`src/hw/mhbe_pkg.sv`:
```
// Purpose: shared types and constants for the multiplexed host bus emulation
// Assumes: 40 MHz system clock
// Notes:   instruction codes are local encodings of the command port
package mhbe_pkg;
    localparam int ADDR_W = 16;
    localparam int DATA_W = 8;
    // command opcodes on the host command port
    localparam logic [2:0] OP_WRITE     = 3'h0;
    localparam logic [2:0] OP_READ      = 3'h1;
    localparam logic [2:0] OP_SET_HIGH  = 3'h2;
    localparam logic [2:0] OP_READ_HIGH = 3'h3;
    localparam logic [2:0] OP_WAIT_HI   = 3'h4;
    localparam logic [2:0] OP_WAIT_LO   = 3'h5;
    // bit positions inside the high byte
    localparam int AUX0_BIT = 0;
    localparam int AUX1_BIT = 1;
    // reset values
    localparam logic [7:0]  HIGH_RST    = 8'h00;
    localparam logic [7:0]  HIGH_DIR_RST = 8'h00;
    // phase timing in system cycles
    localparam int ALE_CYCLES   = 2;
    localparam int STROBE_CYCLES = 2;
    // synchroniser stages; a pin change needs four edges before the filtered level follows it
    localparam int WAIT_SYNC_CYCLES = 3;
    localparam int CLK_DIV_DEFAULT = 4;

    typedef enum {
        ST_IDLE, ST_CS, ST_ALE, ST_ADDR_HOLD, ST_STROBE, ST_RELEASE, ST_CS_OFF, ST_WAIT_IRQ
    } mhbe_state_t;

    typedef struct packed {
        logic              valid;
        logic [2:0]        op;
        logic [ADDR_W-1:0] addr;
        logic [DATA_W-1:0] data;
        logic [DATA_W-1:0] mask;
    } mhbe_cmd_t;

    typedef struct packed {
        logic              valid;
        logic [DATA_W-1:0] data;
    } mhbe_rsp_t;

    typedef struct packed {
        logic [DATA_W-1:0] ad_out;
        logic              ad_oe;
        logic [7:0]        addr_high;
        logic              cs_n;
        logic              ale;
        logic              rd_n;
        logic              wr_n;
        logic              clk_out;
    } mhbe_bus_t;
endpackage

```
`src/hw/mhbe_core.sv`:
```
// Purpose: bus master imitating a classic 8-bit MCU multiplexed external bus
// Assumes: host commands arrive on the same clock; peripheral pins are asynchronous
// Notes:   one command at a time; cmd_ready shows when the next may be given
// Functional notes
// RULE1: one muxed bus, address then data
// RULE2: upper address on eight dedicated lines
// RULE3: select low during each access only
// RULE4: latch pulse while address on bus
// RULE5: read strobe low, peripheral drives data
// RULE6: write data stable around write strobe
// RULE7: wait input low stretches the access
// RULE8: clock output follows interface clock
// RULE9: high byte commands drive/sample aux zero
// RULE10: wait on aux level, then read
// RULE11: aux wait line kept as input
// RULE12: mode enabled only with channels combined
// RULE13: select, latch, strobe, release in order
`timescale 1ns/1ps
module mhbe_core #(
    parameter int CLK_DIV = mhbe_pkg::CLK_DIV_DEFAULT
) (
    input  wire logic                      clk,
    input  wire logic                      sys_rst,
    input  wire logic                      channels_combined,
    input  wire mhbe_pkg::mhbe_cmd_t       cmd,
    output logic                           cmd_ready,
    output mhbe_pkg::mhbe_rsp_t            rsp,
    input  wire logic [7:0]                muxed_addr_data_bus_in,
    output logic [7:0]                     muxed_addr_data_bus_out,
    output logic                           muxed_addr_data_bus_oe,
    output logic [7:0]                     addr_high,
    output logic                           periph_select_n,
    output logic                           addr_latch_en,
    output logic                           read_strobe_n,
    output logic                           write_strobe_n,
    input  wire logic                      wait_extend_input,
    output logic                           interface_clock_out,
    input  wire logic                      aux_line_zero_in,
    output logic                           aux_line_zero_out,
    output logic                           aux_line_zero_oe,
    input  wire logic                      aux_line_wait_in,
    output logic                           aux_line_wait_out,
    output logic                           aux_line_wait_oe
);
    typedef struct packed {
        mhbe_pkg::mhbe_state_t st;
        logic [2:0]            op;
        logic [15:0]           addr;
        logic [7:0]            wdata;
        logic [3:0]            cnt;
        logic [7:0]            div;
        logic                  clk_q;
        logic [2:0]            wait_sync;
        logic                  wait_ok;
        logic [2:0]            aux0_sync;
        logic [2:0]            aux1_sync;
        logic                  aux0_val;
        logic                  aux1_val;
        logic [7:0]            high_val;
        logic [7:0]            high_dir;
        logic                  ready;
        mhbe_pkg::mhbe_rsp_t   rsp;
        mhbe_pkg::mhbe_bus_t   bus;
    } mhbe_core_state_t;

    mhbe_core_state_t r;
    mhbe_core_state_t next_r;

    // second and third stage agree before a level change is accepted
    function automatic logic mhbe_filt(input logic [2:0] s, input logic old);
        mhbe_filt = (s[2] == s[1]) ? s[1] : old;
    endfunction

    always_comb begin
        next_r = r;
        next_r.rsp.valid = 1'b0;
        next_r.wait_sync = {r.wait_sync[1:0], wait_extend_input};
        next_r.aux0_sync = {r.aux0_sync[1:0], aux_line_zero_in};
        next_r.aux1_sync = {r.aux1_sync[1:0], aux_line_wait_in};
        next_r.wait_ok  = mhbe_filt(r.wait_sync, r.wait_ok);
        next_r.aux0_val = mhbe_filt(r.aux0_sync, r.aux0_val);
        next_r.aux1_val = mhbe_filt(r.aux1_sync, r.aux1_val);
        // RULE8: interface clock divider
        if (r.div == 8'(CLK_DIV - 1)) begin
            next_r.div   = 8'h00;
            next_r.clk_q = ~r.clk_q;
        end else begin
            next_r.div = r.div + 8'h01;
        end
        next_r.bus.clk_out = r.clk_q;
        // RULE11: aux wait line never driven
        next_r.high_dir[mhbe_pkg::AUX1_BIT] = 1'b0;
        case (r.st)
            mhbe_pkg::ST_IDLE: begin
                next_r.ready = channels_combined;
                // RULE12: only with combined channels
                if (cmd.valid && r.ready && channels_combined) begin
                    next_r.ready = 1'b0;
                    next_r.op    = cmd.op;
                    next_r.addr  = cmd.addr;
                    next_r.wdata = cmd.data;
                    case (cmd.op)
                        mhbe_pkg::OP_WRITE, mhbe_pkg::OP_READ: begin
                            next_r.st = mhbe_pkg::ST_CS;
                        end
                        // RULE9: set or clear high byte
                        mhbe_pkg::OP_SET_HIGH: begin
                            next_r.high_val = cmd.data;
                            next_r.high_dir = cmd.mask & ~8'h02;
                            next_r.st       = mhbe_pkg::ST_CS_OFF;
                        end
                        // RULE9: sample high byte
                        mhbe_pkg::OP_READ_HIGH: begin
                            next_r.rsp.valid = 1'b1;
                            next_r.rsp.data  = {r.high_val[7:2], r.aux1_val, r.aux0_val};
                            next_r.st        = mhbe_pkg::ST_CS_OFF;
                        end
                        mhbe_pkg::OP_WAIT_HI, mhbe_pkg::OP_WAIT_LO: begin
                            next_r.st = mhbe_pkg::ST_WAIT_IRQ;
                        end
                        default: begin
                            next_r.st = mhbe_pkg::ST_CS_OFF;
                        end
                    endcase
                end
            end
            // RULE10: hold until aux level seen
            mhbe_pkg::ST_WAIT_IRQ: begin
                if (r.aux1_val == (r.op == mhbe_pkg::OP_WAIT_HI)) begin
                    next_r.op = mhbe_pkg::OP_READ;
                    next_r.st = mhbe_pkg::ST_CS;
                end
            end
            // RULE13: select first
            mhbe_pkg::ST_CS: begin
                // RULE3: select asserted
                next_r.bus.cs_n      = 1'b0;
                // RULE2: upper address out
                next_r.bus.addr_high = r.addr[15:8];
                // RULE1: address phase
                next_r.bus.ad_out = r.addr[7:0];
                next_r.bus.ad_oe  = 1'b1;
                next_r.cnt        = 4'h0;
                next_r.st         = mhbe_pkg::ST_ALE;
            end
            // RULE4: latch pulse
            mhbe_pkg::ST_ALE: begin
                next_r.bus.ale = 1'b1;
                next_r.cnt     = r.cnt + 4'h1;
                // cnt reaches ALE_CYCLES after that many cycles of latch high
                if (r.cnt == 4'(mhbe_pkg::ALE_CYCLES)) begin
                    next_r.bus.ale = 1'b0;
                    next_r.st      = mhbe_pkg::ST_ADDR_HOLD;
                end
            end
            mhbe_pkg::ST_ADDR_HOLD: begin
                next_r.cnt = 4'h0;
                if (r.op == mhbe_pkg::OP_WRITE) begin
                    // RULE6: data before strobe falls
                    next_r.bus.ad_out = r.wdata;
                end else begin
                    // RULE5: release bus for peripheral
                    next_r.bus.ad_oe = 1'b0;
                end
                next_r.st = mhbe_pkg::ST_STROBE;
            end
            mhbe_pkg::ST_STROBE: begin
                next_r.bus.rd_n = (r.op != mhbe_pkg::OP_READ);
                next_r.bus.wr_n = (r.op != mhbe_pkg::OP_WRITE);
                // strobe outlasts the synchroniser so a wait raised in answer is seen
                if (r.cnt != 4'(mhbe_pkg::STROBE_CYCLES + mhbe_pkg::WAIT_SYNC_CYCLES)) begin
                    next_r.cnt = r.cnt + 4'h1;
                // RULE7: stretch while wait low
                end else if (r.wait_ok) begin
                    next_r.st = mhbe_pkg::ST_RELEASE;
                end
            end
            mhbe_pkg::ST_RELEASE: begin
                // RULE5: capture read data at strobe rise
                if (r.op == mhbe_pkg::OP_READ) begin
                    next_r.rsp.valid = 1'b1;
                    next_r.rsp.data  = muxed_addr_data_bus_in;
                end
                next_r.bus.rd_n = 1'b1;
                next_r.bus.wr_n = 1'b1;
                next_r.st       = mhbe_pkg::ST_CS_OFF;
            end
            // RULE13: select released after strobe
            mhbe_pkg::ST_CS_OFF: begin
                // RULE6: data held past strobe rise
                next_r.bus.cs_n  = 1'b1;
                next_r.bus.ad_oe = 1'b0;
                next_r.st        = mhbe_pkg::ST_IDLE;
            end
            default: begin
                next_r.st = mhbe_pkg::ST_IDLE;
            end
        endcase
    end

    always_ff @(posedge clk) begin
        if (sys_rst) begin
            r              <= '0;
            r.st           <= mhbe_pkg::ST_IDLE;
            r.high_val     <= mhbe_pkg::HIGH_RST;
            r.high_dir     <= mhbe_pkg::HIGH_DIR_RST;
            r.wait_sync    <= 3'h7;
            r.wait_ok      <= 1'b1;
            r.bus.cs_n     <= 1'b1;
            r.bus.rd_n     <= 1'b1;
            r.bus.wr_n     <= 1'b1;
        end else begin
            r <= next_r;
        end
    end

    assign cmd_ready               = r.ready;
    assign rsp                     = r.rsp;
    assign muxed_addr_data_bus_out = r.bus.ad_out;
    assign muxed_addr_data_bus_oe  = r.bus.ad_oe;
    assign addr_high               = r.bus.addr_high;
    assign periph_select_n         = r.bus.cs_n;
    assign addr_latch_en           = r.bus.ale;
    assign read_strobe_n           = r.bus.rd_n;
    assign write_strobe_n          = r.bus.wr_n;
    assign interface_clock_out     = r.bus.clk_out;
    assign aux_line_zero_out       = r.high_val[mhbe_pkg::AUX0_BIT];
    assign aux_line_zero_oe        = r.high_dir[mhbe_pkg::AUX0_BIT];
    assign aux_line_wait_out       = r.high_val[mhbe_pkg::AUX1_BIT];
    assign aux_line_wait_oe        = r.high_dir[mhbe_pkg::AUX1_BIT];
endmodule

```
`config.mk`:
```
export PLATFORM = sky130hd
export DESIGN_NAME = mhbe_core
export DESIGN_NICKNAME = d
export VERILOG_FILES = /design/src/hw/mhbe_pkg.sv /design/src/hw/mhbe_core.sv
export SDC_FILE = /design/constraint.sdc
export NUM_CORES = 1
export LEC_CHECK = 0
export BUFFER_PORTS_ARGS = -buffer_cell sky130_fd_sc_hd__buf_2
export CAP_MARGIN = 10
export CORE_ASPECT_RATIO = 1.5
export CORE_UTILIZATION = 41
export DETAILED_ROUTE_END_ITERATION = 10
export PLACE_DENSITY = 0.61
export SLEW_MARGIN = 10
export SYNTH_ARGS = -nofsm -noshare
export SYNTH_HDL_FRONTEND = slang
export SYNTH_SLANG_ARGS = --single-unit
```
`constraint.sdc`:
```
create_clock -name clk -period 1.5 [get_ports clk]
set_input_delay 0.15 -clock clk [delete_from_list [all_inputs] [get_ports clk]]
set_output_delay 0.15 -clock clk [all_outputs]
set_load 0.01 [all_outputs]
```
==> results_dict.tcl, run 1 <==
set metrics [dict create \
    cp-end-kind "register" \
    dr_total_vias 3245 \
    rows 43 \
    status "finished, violations left" \
    drc 0 \
    worst-setup-path-type "register to register" \
    synth_area_um2 3923 \
    cts_tree "built" \
    fmax_mhz 656.1 \
    placed_area_um2 4388 \
    final-seq-area_um2 1933 \
    drtIter0Drc 127 \
    synth-xor-area-share 0.02010 \
    leakage_nw 1.999 \
    hpwl_mm 6.284 \
    crit_family "compound AO/OA/AOI/OAI gates" \
    area_delta_synth_final_pct 20.64 \
    maxSlewViolCount 0 \
    ioPinCount 86 \
    worstHoldStart "aux_line_wait_in" \
    cts-root-buf "clkbuf_16" \
    synth-seq-area-share 0.4900 \
    nets 574 \
    grt.total_usage 0.1876 \
    holdCritPathClass "input port to register" \
    routedWlPerCell_um 13.68 \
    die_height_um 121.8 \
    cts_made_buffers 9 \
    cp.arrival_ns 1.75 \
    ir_drop_v 0.0005990 \
    ys_ff_latch 96 \
    dr.pass1.iters 4 \
    antennaDiodeCount 0 \
    max_stage_delay_ns 0.40 \
    reg2reg_from "r[97]" \
    drv_cap 0 \
    cp.depth 3 \
    violations "negative setup slack" \
    clk_latency_ns 0.34 \
    gr-total-overflow 0 \
    critPathBufInv 0 \
    synth_compound_area_frac 0.1726 \
    grt_pass1_vias 3097 \
    antenna_found_initial 0 \
    timing.final.setup_violations 9 \
    drive_gt1_frac 0.2811 \
    hold_viol_final 0 \
    timing.final.crit_share 1.016 \
    ff2ff_path_depth 3 \
    synth_cells 449 \
    dp.cells 616 \
    yosys.area_share.simple 0.1981 \
    synth.distinct_cells 46 \
    synth_edf_count 0 \
    vias_per_cell 5.110 \
    io_buffers 77 \
    htreeDepth 3 \
    slowest_stage "or3b_4" \
    rsz0062_at_grt "yes" \
    finish.utilization 0.5114 \
    core_um2 9254 \
    grt_pass1_wl_mm 14.13 \
    cts_buffer_depth 2 \
    worst_slack_ns -0.02417 \
    wirelength_mm 8.685 \
    die_area_um2 9970 \
    multiInputGateArea_um2 1715 \
    postSynth.asyncResetShare 0 \
    path_clk_slew_ns 0.06 \
    path_cells "or3b_4 -> o311a_4 -> a221o_1" \
    powerDensity_nw_per_um2 1066 \
    fill_cells 921 \
    initial_core_util 0.4239 \
    synth-main-ff-cell "dfxtp_1" \
    clock_sinks 96 \
    synthAdderAreaFrac 0.01276 \
    avgSynthCellArea_um2 8.736 \
    cp.required_ns 1.73 \
    gp_congestion 0.8333 \
    syn-num-nets 503 \
    critPathMaxFanout 8 \
    grt_max_degree 69 \
    hold_depth 2 \
    final_cell_area_um2 4732 \
    crit_path_start_kind "register" \
    synth_top_family_by_area "simple AND/OR/NAND/NOR gates" \
    ant_nets 0 \
    yosysWarnings 0 \
    min_period_ns 1.524 \
    skew_ns 0.003732 \
    fp.dieW_um 81.86 \
    fin_cells 635 \
    worstSetupStartpoint "r[97]" \
    yosys-mux-area-fraction 0.02297 \
]
## flip-flops by register name, summed over array words and instances, names as in the netlist
name	count
interface_clock_out	1
addr_high	8
periph_select_n	1
aux_line_wait_out	1
read_strobe_n	1
muxed_addr_data_bus_oe	1
aux_line_zero_oe	1
addr_latch_en	1
next_r	7
aux_line_zero_out	1
write_strobe_n	1
r	54
cmd_ready	1
muxed_addr_data_bus_out	8
rsp	9
## Yosys cell counts (2+ instances only)
master    instances  area [um^2]
nor3_1            3        15.01
nor2b_1          12        75.07
nor3b_1           3        22.52
o21ai_0          25        125.1
nor2_1           35        131.4
o211ai_1          2        15.01
clkbuf_1         17        63.81
or3_1             3        18.77
a211oi_1         10        75.07
a311oi_1          2        17.52
and3_1            4        25.02
inv_1             5        18.77
a221o_1           8        80.08
buf_2             7        35.03
buf_4            26        195.2
mux2i_1           9        90.09
ha_1              4        50.05
o22ai_1          10        62.56
dfxtp_1          96         1922
nand4_1           3        18.77
nand2_1          72        270.3
a21oi_1          43        215.2
and2_1            9        56.30
nand3_1           9        45.04
xnor2_1           2        17.52
xor2_1            7        61.31
or2_2             4        25.02
## metrics by stage
step	power [mW]	hold slack [ns]	TNS (ns)	setup WS (ns)
detailed placement	3.095	0.3387	-1.026	-0.08422
finish	5.046	0.01714	-0.1407	-0.02417
global route	5.269	0.02106	-1.085	-0.07809
global placement	3.089	0.3346	-0.5195	-0.05973
floorplan	2.920	0.2538	0	0.0009184
CTS	5.091	0.01042	-0.2408	-0.03651
## power breakdown
part / switching [mW] / internal [mW] / leakage, nW
clock network: 0.896 / 1.10 / 0.128
registers: 0.0439 / 2.61 / 0.780
logic: 0.211 / 0.190 / 1.09
## repair_timing
action / in CTS / in global routing
endpoints found under the hold margin: 1 / 0
pin swaps: 0 / 3
buffers inserted: 3 / 1
gates resized for setup: 5 / 13
endpoints found under the setup margin: 22 / 50
hold buffers: 1 / 0
## layout by cell type (no fill, tap or decap), types with 3 or more instances in the layout
cell type	instances
a211oi_1	8
xor2_1	7
and2_1	8
o21ai_0	25
or3_1	3
or2_2	4
dfxtp_1	91
a221o_1	8
and3_1	4
nor2b_1	12
nand2_1	71
nor3b_1	3
buf_4	30
nor2_1	33
a21oi_1	43
dfxtp_2	3
inv_1	5
mux2i_1	9
clkinv_2	3
o22ai_1	9
buf_2	77
clkbuf_16	9
nand3_1	9
ha_1	4
nand4_1	3
## path summary, 6_finish.rpt
check	end	slack [ns]
hold / removal	next_r[51]	0.02
setup / recovery	rsp[3]	-0.02
hold reg to reg	next_r[59]	0.41
setup reg to reg	rsp[3]	-0.02
## routing by layer
| metal | track usage | up-vias | wire length, um |
|---|---|---|---|
| li1 | - | 1659 | - |
| met1 | 0.1972 | 1498 | 3600 |
| met2 | 0.3368 | 77 | 4464 |
| met3 | 0.05019 | 11 | 448 |
| met4 | 0.08662 | 0 | 172 |
| met5 | 0 | - | 0 |
## cells by family after synthesis
family / after synthesis
multiplexers: 9
buffers and inverters: 56
XOR/XNOR: 9
AO/OA/AOI/OAI: 109
adder cells (fa/ha/maj): 4
flip-flops: 96
other: 1
AND/OR/NAND/NOR: 165
## layout make-up
class	instances	area share
flip-flops and latches	96	0.4085
multi-input cells	297	0.3625
inverters	5	0.003966
well taps	112	0.02961
clock buffers	10	0.04839
clock inverters	4	0.005024
repair buffers	111	0.1420
Note: power is estimated with default switching activity, not from simulation.
==> run 2, diff against run 1 <==
--- a/config.mk
+++ b/config.mk
@@ -11,6 +11,7 @@
 export CORE_UTILIZATION = 41
 export DETAILED_ROUTE_END_ITERATION = 10
 export PLACE_DENSITY = 0.61
+export REMOVE_ABC_BUFFERS = 1
 export SLEW_MARGIN = 10
 export SYNTH_ARGS = -nofsm -noshare
 export SYNTH_HDL_FRONTEND = slang
==> constraint.sdc (replaced) <==
create_clock -name clk -period 1.5 [get_ports clk]
set_input_delay 0.15 -clock clk [delete_from_list [all_inputs] [get_ports clk]]
set_output_delay 0.15 -clock clk [all_outputs]
set_load 0.005 [all_outputs]
==> results_dict.tcl, run 2 (same netlist as run 1, synthesis figures left out) <==
set metrics [dict create \
    skew_ns 0.003232 \
    final_cell_area_um2 4867 \
    slowest_stage "or3b_4" \
    cp-end-kind "register" \
    maxSlewViolCount 0 \
    io_buffers 77 \
    path_clk_slew_ns 0.06 \
    vias_per_cell 5.093 \
    leakage_nw 2.050 \
    fmax_mhz 664.3 \
    violations "negative setup slack" \
    timing.final.setup_violations 4 \
    powerDensity_nw_per_um2 1053 \
    most-common-layout-cells "dfxtp_1 (91), buf_2 (77), nand2_1 (70)" \
    grt_pass1_wl_mm 13.88 \
    cp.arrival_ns 1.73 \
    regToRegSetupSlack_ns -0.005 \
    rsz0062_at_grt "yes" \
    cts_tree "built" \
    min_period_ns 1.505 \
    crit_family "compound AO/OA/AOI/OAI gates" \
    ioPinCount 86 \
    antennaDiodeCount 0 \
    max_stage_delay_ns 0.41 \
    wirelength_mm 8.526 \
    worst_slack_ns -0.005455 \
    worst-setup-path-type "register to register" \
    largest-register "r" \
    gr-total-overflow 0 \
    gp_congestion 0.8460 \
    initial_core_util 0.4239 \
    clk_latency_ns 0.34 \
    status "finished, violations left" \
    hpwl_mm 6.101 \
    setup_tns_ns -0.007109 \
    cts_made_buffers 9 \
    fin_cells 646 \
    drv_cap 0 \
    fill_cells 910 \
    rows 43 \
    drtIter0Drc 167 \
    fp.dieW_um 81.86 \
    critPathBufInv 0 \
    htreeDepth 3 \
    area_delta_synth_final_pct 24.08 \
    nets 583 \
    dp.cells 624 \
    cts_buffer_depth 2 \
    dr.pass1.iters 6 \
    grt.total_usage 0.1833 \
    final-seq-area_um2 1928 \
    layout_commonest_cell "dfxtp_1" \
    holdCritPathClass "input port to register" \
    routedWlPerCell_um 13.20 \
    grt_pass1_vias 3080 \
    antenna_found_initial 0 \
    hold_viol_final 0 \
    pre_cts_slack_ns -0.05918 \
    ir_drop_v 0.0007340 \
    placed_area_um2 4420 \
    path_cells "or3b_4 -> o311a_4 -> a221o_1" \
    cp.required_ns 1.73 \
    power_mw 5.124 \
    clock_sinks 96 \
    die_height_um 121.8 \
    critPathMaxFanout 8 \
    core_um2 9254 \
    die_area_um2 9970 \
    timing.final.crit_share 1.004 \
    drive_gt1_frac 0.3071 \
    cts-root-buf "clkbuf_16" \
    multiInputGateArea_um2 1772 \
    largest_reg_flops 54 \
    grt_max_degree 32 \
    crit_path_start_kind "register" \
    ant_nets 0 \
    dr_total_vias 3290 \
    drc 0 \
]
run 2: cell types whose count changed in the layout (fill, tap and decap cells not counted), moves of 2 or more:
cell / before / now
buf_6: 1 / 8
buf_4: 30 / 34
dfxtp_2: 3 / 5
clkbuf_1: 1 / 3
dfxtp_4: 2 / 0
a211oi_2: 2 / 4
a211oi_1: 8 / 6
buf_12: 2 / 0
run 2: layer usage:
layer	up-vias	track usage	wire length, um
met5	-	0	0
li1	1676	-	-
met2	76	0.3017	4182
met3	18	0.04569	375
met4	0	0.08553	201
met1	1520	0.2191	3767
run 2: power by group:
group	switching [mW]	internal [mW]	leakage [nW]
clock network	0.895	1.16	0.130
logic	0.215	0.200	1.14
registers	0.0402	2.61	0.779
total	1.15	3.97	2.05
run 2: layout make-up:
type,count,area share
Clock buffer,13,0.05141
Clock inverter,3,0.003599
Inverter,5,0.003856
Multi-Input combinational cell,297,0.3640
Sequential cell,96,0.3961
Tap cell,112,0.02879
Timing Repair Buffer,120,0.1522
run 2: path summary, 6_finish.rpt:
| path | start | to | cells past startpoint |
|---|---|---|---|
| setup / recovery | r[99] | rsp[6] | 3 |
| hold / removal | aux_line_zero_in | next_r[54] | 2 |
| setup reg to reg | r[99] | rsp[6] | 3 |
| hold reg to reg | next_r[58] | next_r[59] | 1 |
run 2: what timing repair did:
| item | 4_1_cts | 5_1_grt |
|---|---|---|
| hold buffers | 1 | 0 |
| pin swaps | 5 | 12 |
| resized for setup | 8 | 27 |
| setup endpoints to repair | 26 | 47 |
| hold endpoints to repair | 1 | 0 |
| gates cloned | 0 | 0 |
| buffers inserted | 4 | 1 |
run 2: stage by stage:
step	utilization	hold slack, ns
5_1_grt	0.5260	0.01466
3_3_place_gp	0.4777	0.3406
4_1_cts	0.5134	0.01043
3_5_place_dp	0.4777	0.3384
6_report	0.5260	0.02187
2_1_floorplan	-	0.2191
==> run 3, diff against run 2 <==
--- a/config.mk
+++ b/config.mk
@@ -10,7 +10,7 @@
 export CORE_ASPECT_RATIO = 1.5
 export CORE_UTILIZATION = 41
 export DETAILED_ROUTE_END_ITERATION = 10
-export PLACE_DENSITY = 0.61
+export PLACE_DENSITY = 0.65
 export REMOVE_ABC_BUFFERS = 1
 export SLEW_MARGIN = 10
 export SYNTH_ARGS = -nofsm -noshare
==> results_dict.tcl, run 3 (same netlist as run 1, synthesis figures left out) <==
set metrics [dict create \
    reg2reg_from "r[102]" \
    die_height_um 121.8 \
    drc 0 \
    cts_tree "built" \
    most-common-layout-cells "dfxtp_1 (91), buf_2 (77), nand2_1 (71)" \
    cp.required_ns 1.73 \
    ir_drop_v 0.0009169 \
    critPathMaxFanout 8 \
    cp-end-kind "register" \
    path_cells "and4b_2 -> nand4_1 -> o311a_4 -> a221o_1" \
    slowest_stage "dfxtp_4" \
    leakage_nw 2.068 \
    routedWlPerCell_um 13.73 \
    antenna_found_initial 0 \
    dr_total_vias 3293 \
    cts_buffer_depth 2 \
    rsz0062_at_grt "yes" \
    clock_sinks 96 \
    ioPinCount 86 \
    hold_viol_final 0 \
    dr.pass1.iters 4 \
    wl_met2_mm 4.502 \
    timing.final.crit_share 1.019 \
    largest-register "r" \
    met3_length_um 372 \
    gr-total-overflow 0 \
    max_stage_delay_ns 0.36 \
    gp_congestion 0.8422 \
    worstHoldStart "aux_line_zero_in" \
    grt_max_degree 73 \
    status "finished, violations left" \
    timing.final.setup_violations 8 \
    met1_length_mm 3.770 \
    fp.dieW_um 81.86 \
    drv_cap 0 \
    crit_path_start_kind "register" \
    critPathBufInv 0 \
    nets 582 \
    worst-setup-path-type "register to register" \
    vias_per_cell 5.105 \
    skew_ns 0.008885 \
    rows 43 \
    core_um2 9254 \
    grt.total_usage 0.1915 \
    min_period_ns 1.528 \
    maxSlewViolCount 0 \
    initial_core_util 0.4239 \
    htreeDepth 3 \
    worst_slack_ns -0.02834 \
    cts-root-buf "clkbuf_16" \
    drive_gt1_frac 0.2946 \
    ant_nets 0 \
    power_mw 5.505 \
    cts_made_buffers 9 \
    holdCritPathClass "input port to register" \
    powerDensity_nw_per_um2 1130 \
    crit_family "compound AO/OA/AOI/OAI gates" \
    clk_latency_ns 0.34 \
    io_buffers 77 \
    grt_pass1_vias 3131 \
    dp.cells 624 \
    drtIter0Drc 194 \
    fill_cells 875 \
    fmax_mhz 654.3 \
    violations "negative setup slack" \
    hpwl_mm 6.201 \
    grt_pass1_wl_mm 14.48 \
    path_clk_slew_ns 0.06 \
    layout_commonest_cell "dfxtp_1" \
    wirelength_mm 8.857 \
    antennaDiodeCount 0 \
    worstSetupStartpoint "r[102]" \
    regToRegSetupSlack_ns -0.03 \
    cp.arrival_ns 1.75 \
    die_area_um2 9970 \
    fin_cells 645 \
    routed.top_layer "met4" \
    setup_tns_ns -0.1257 \
    largest_reg_flops 54 \
    area_delta_synth_final_pct 24.24 \
]
-- run 3: what timing repair did --
action | in CTS | in global routing
pin swaps | 1 | 12
setup buffers | 2 | 1
hold buffers | 1 | 0
setup endpoints to repair | 22 | 52
gates cloned | 0 | 1
gates resized for setup | 5 | 21
endpoints found under the hold margin | 1 | 0
-- run 3: final timing paths --
path | to | cells past startpoint
worst max-delay path | rsp[0] | 4
worst min-delay path | next_r[54] | 2
worst max register to register | rsp[0] | 4
worst min register to register | next_r[59] | 1
-- run 3: metrics by stage --
| step | hold slack (ns) | area (um^2) | setup WS [ns] | utilization |
|---|---|---|---|---|
| after floorplan | 0.2191 | 3617 | -0.6132 | - |
| after global placement | 0.3406 | 4433 | -0.04893 | 0.4790 |
| after detailed placement | 0.3449 | 4433 | -0.08359 | 0.4790 |
| after CTS | 0.01477 | 4795 | 0.004370 | 0.5181 |
| after global routing | 0.02027 | 4873 | -0.04863 | 0.5266 |
| final | 0.02231 | 4873 | -0.02834 | 0.5266 |
-- run 3: layout make-up --
type                       instances  area [um^2]  share of cell area
sequential                        96         1931              0.3961
inverter                           5        18.77            0.003851
tap                              112        140.1             0.02875
clock inverter                     4        77.57             0.01592
clock buffer                      12        246.5             0.05058
timing repair buffer             119        738.2              0.1515
multi-input combinational        297         1722              0.3533
-- run 3: where the power goes --
part           total, mW  switching (mW)  internal [mW]
registers           2.65          0.0420           2.61
logic              0.411           0.210          0.201
clock network       2.44           0.931           1.51
total               5.50            1.18           4.32
-- run 3: routing by layer --
layer	vias up	GRT usage
met5	-	0
met4	0	0.08882
met3	15	0.04419
met2	84	0.3130
met1	1511	0.2337
li1	1683	-
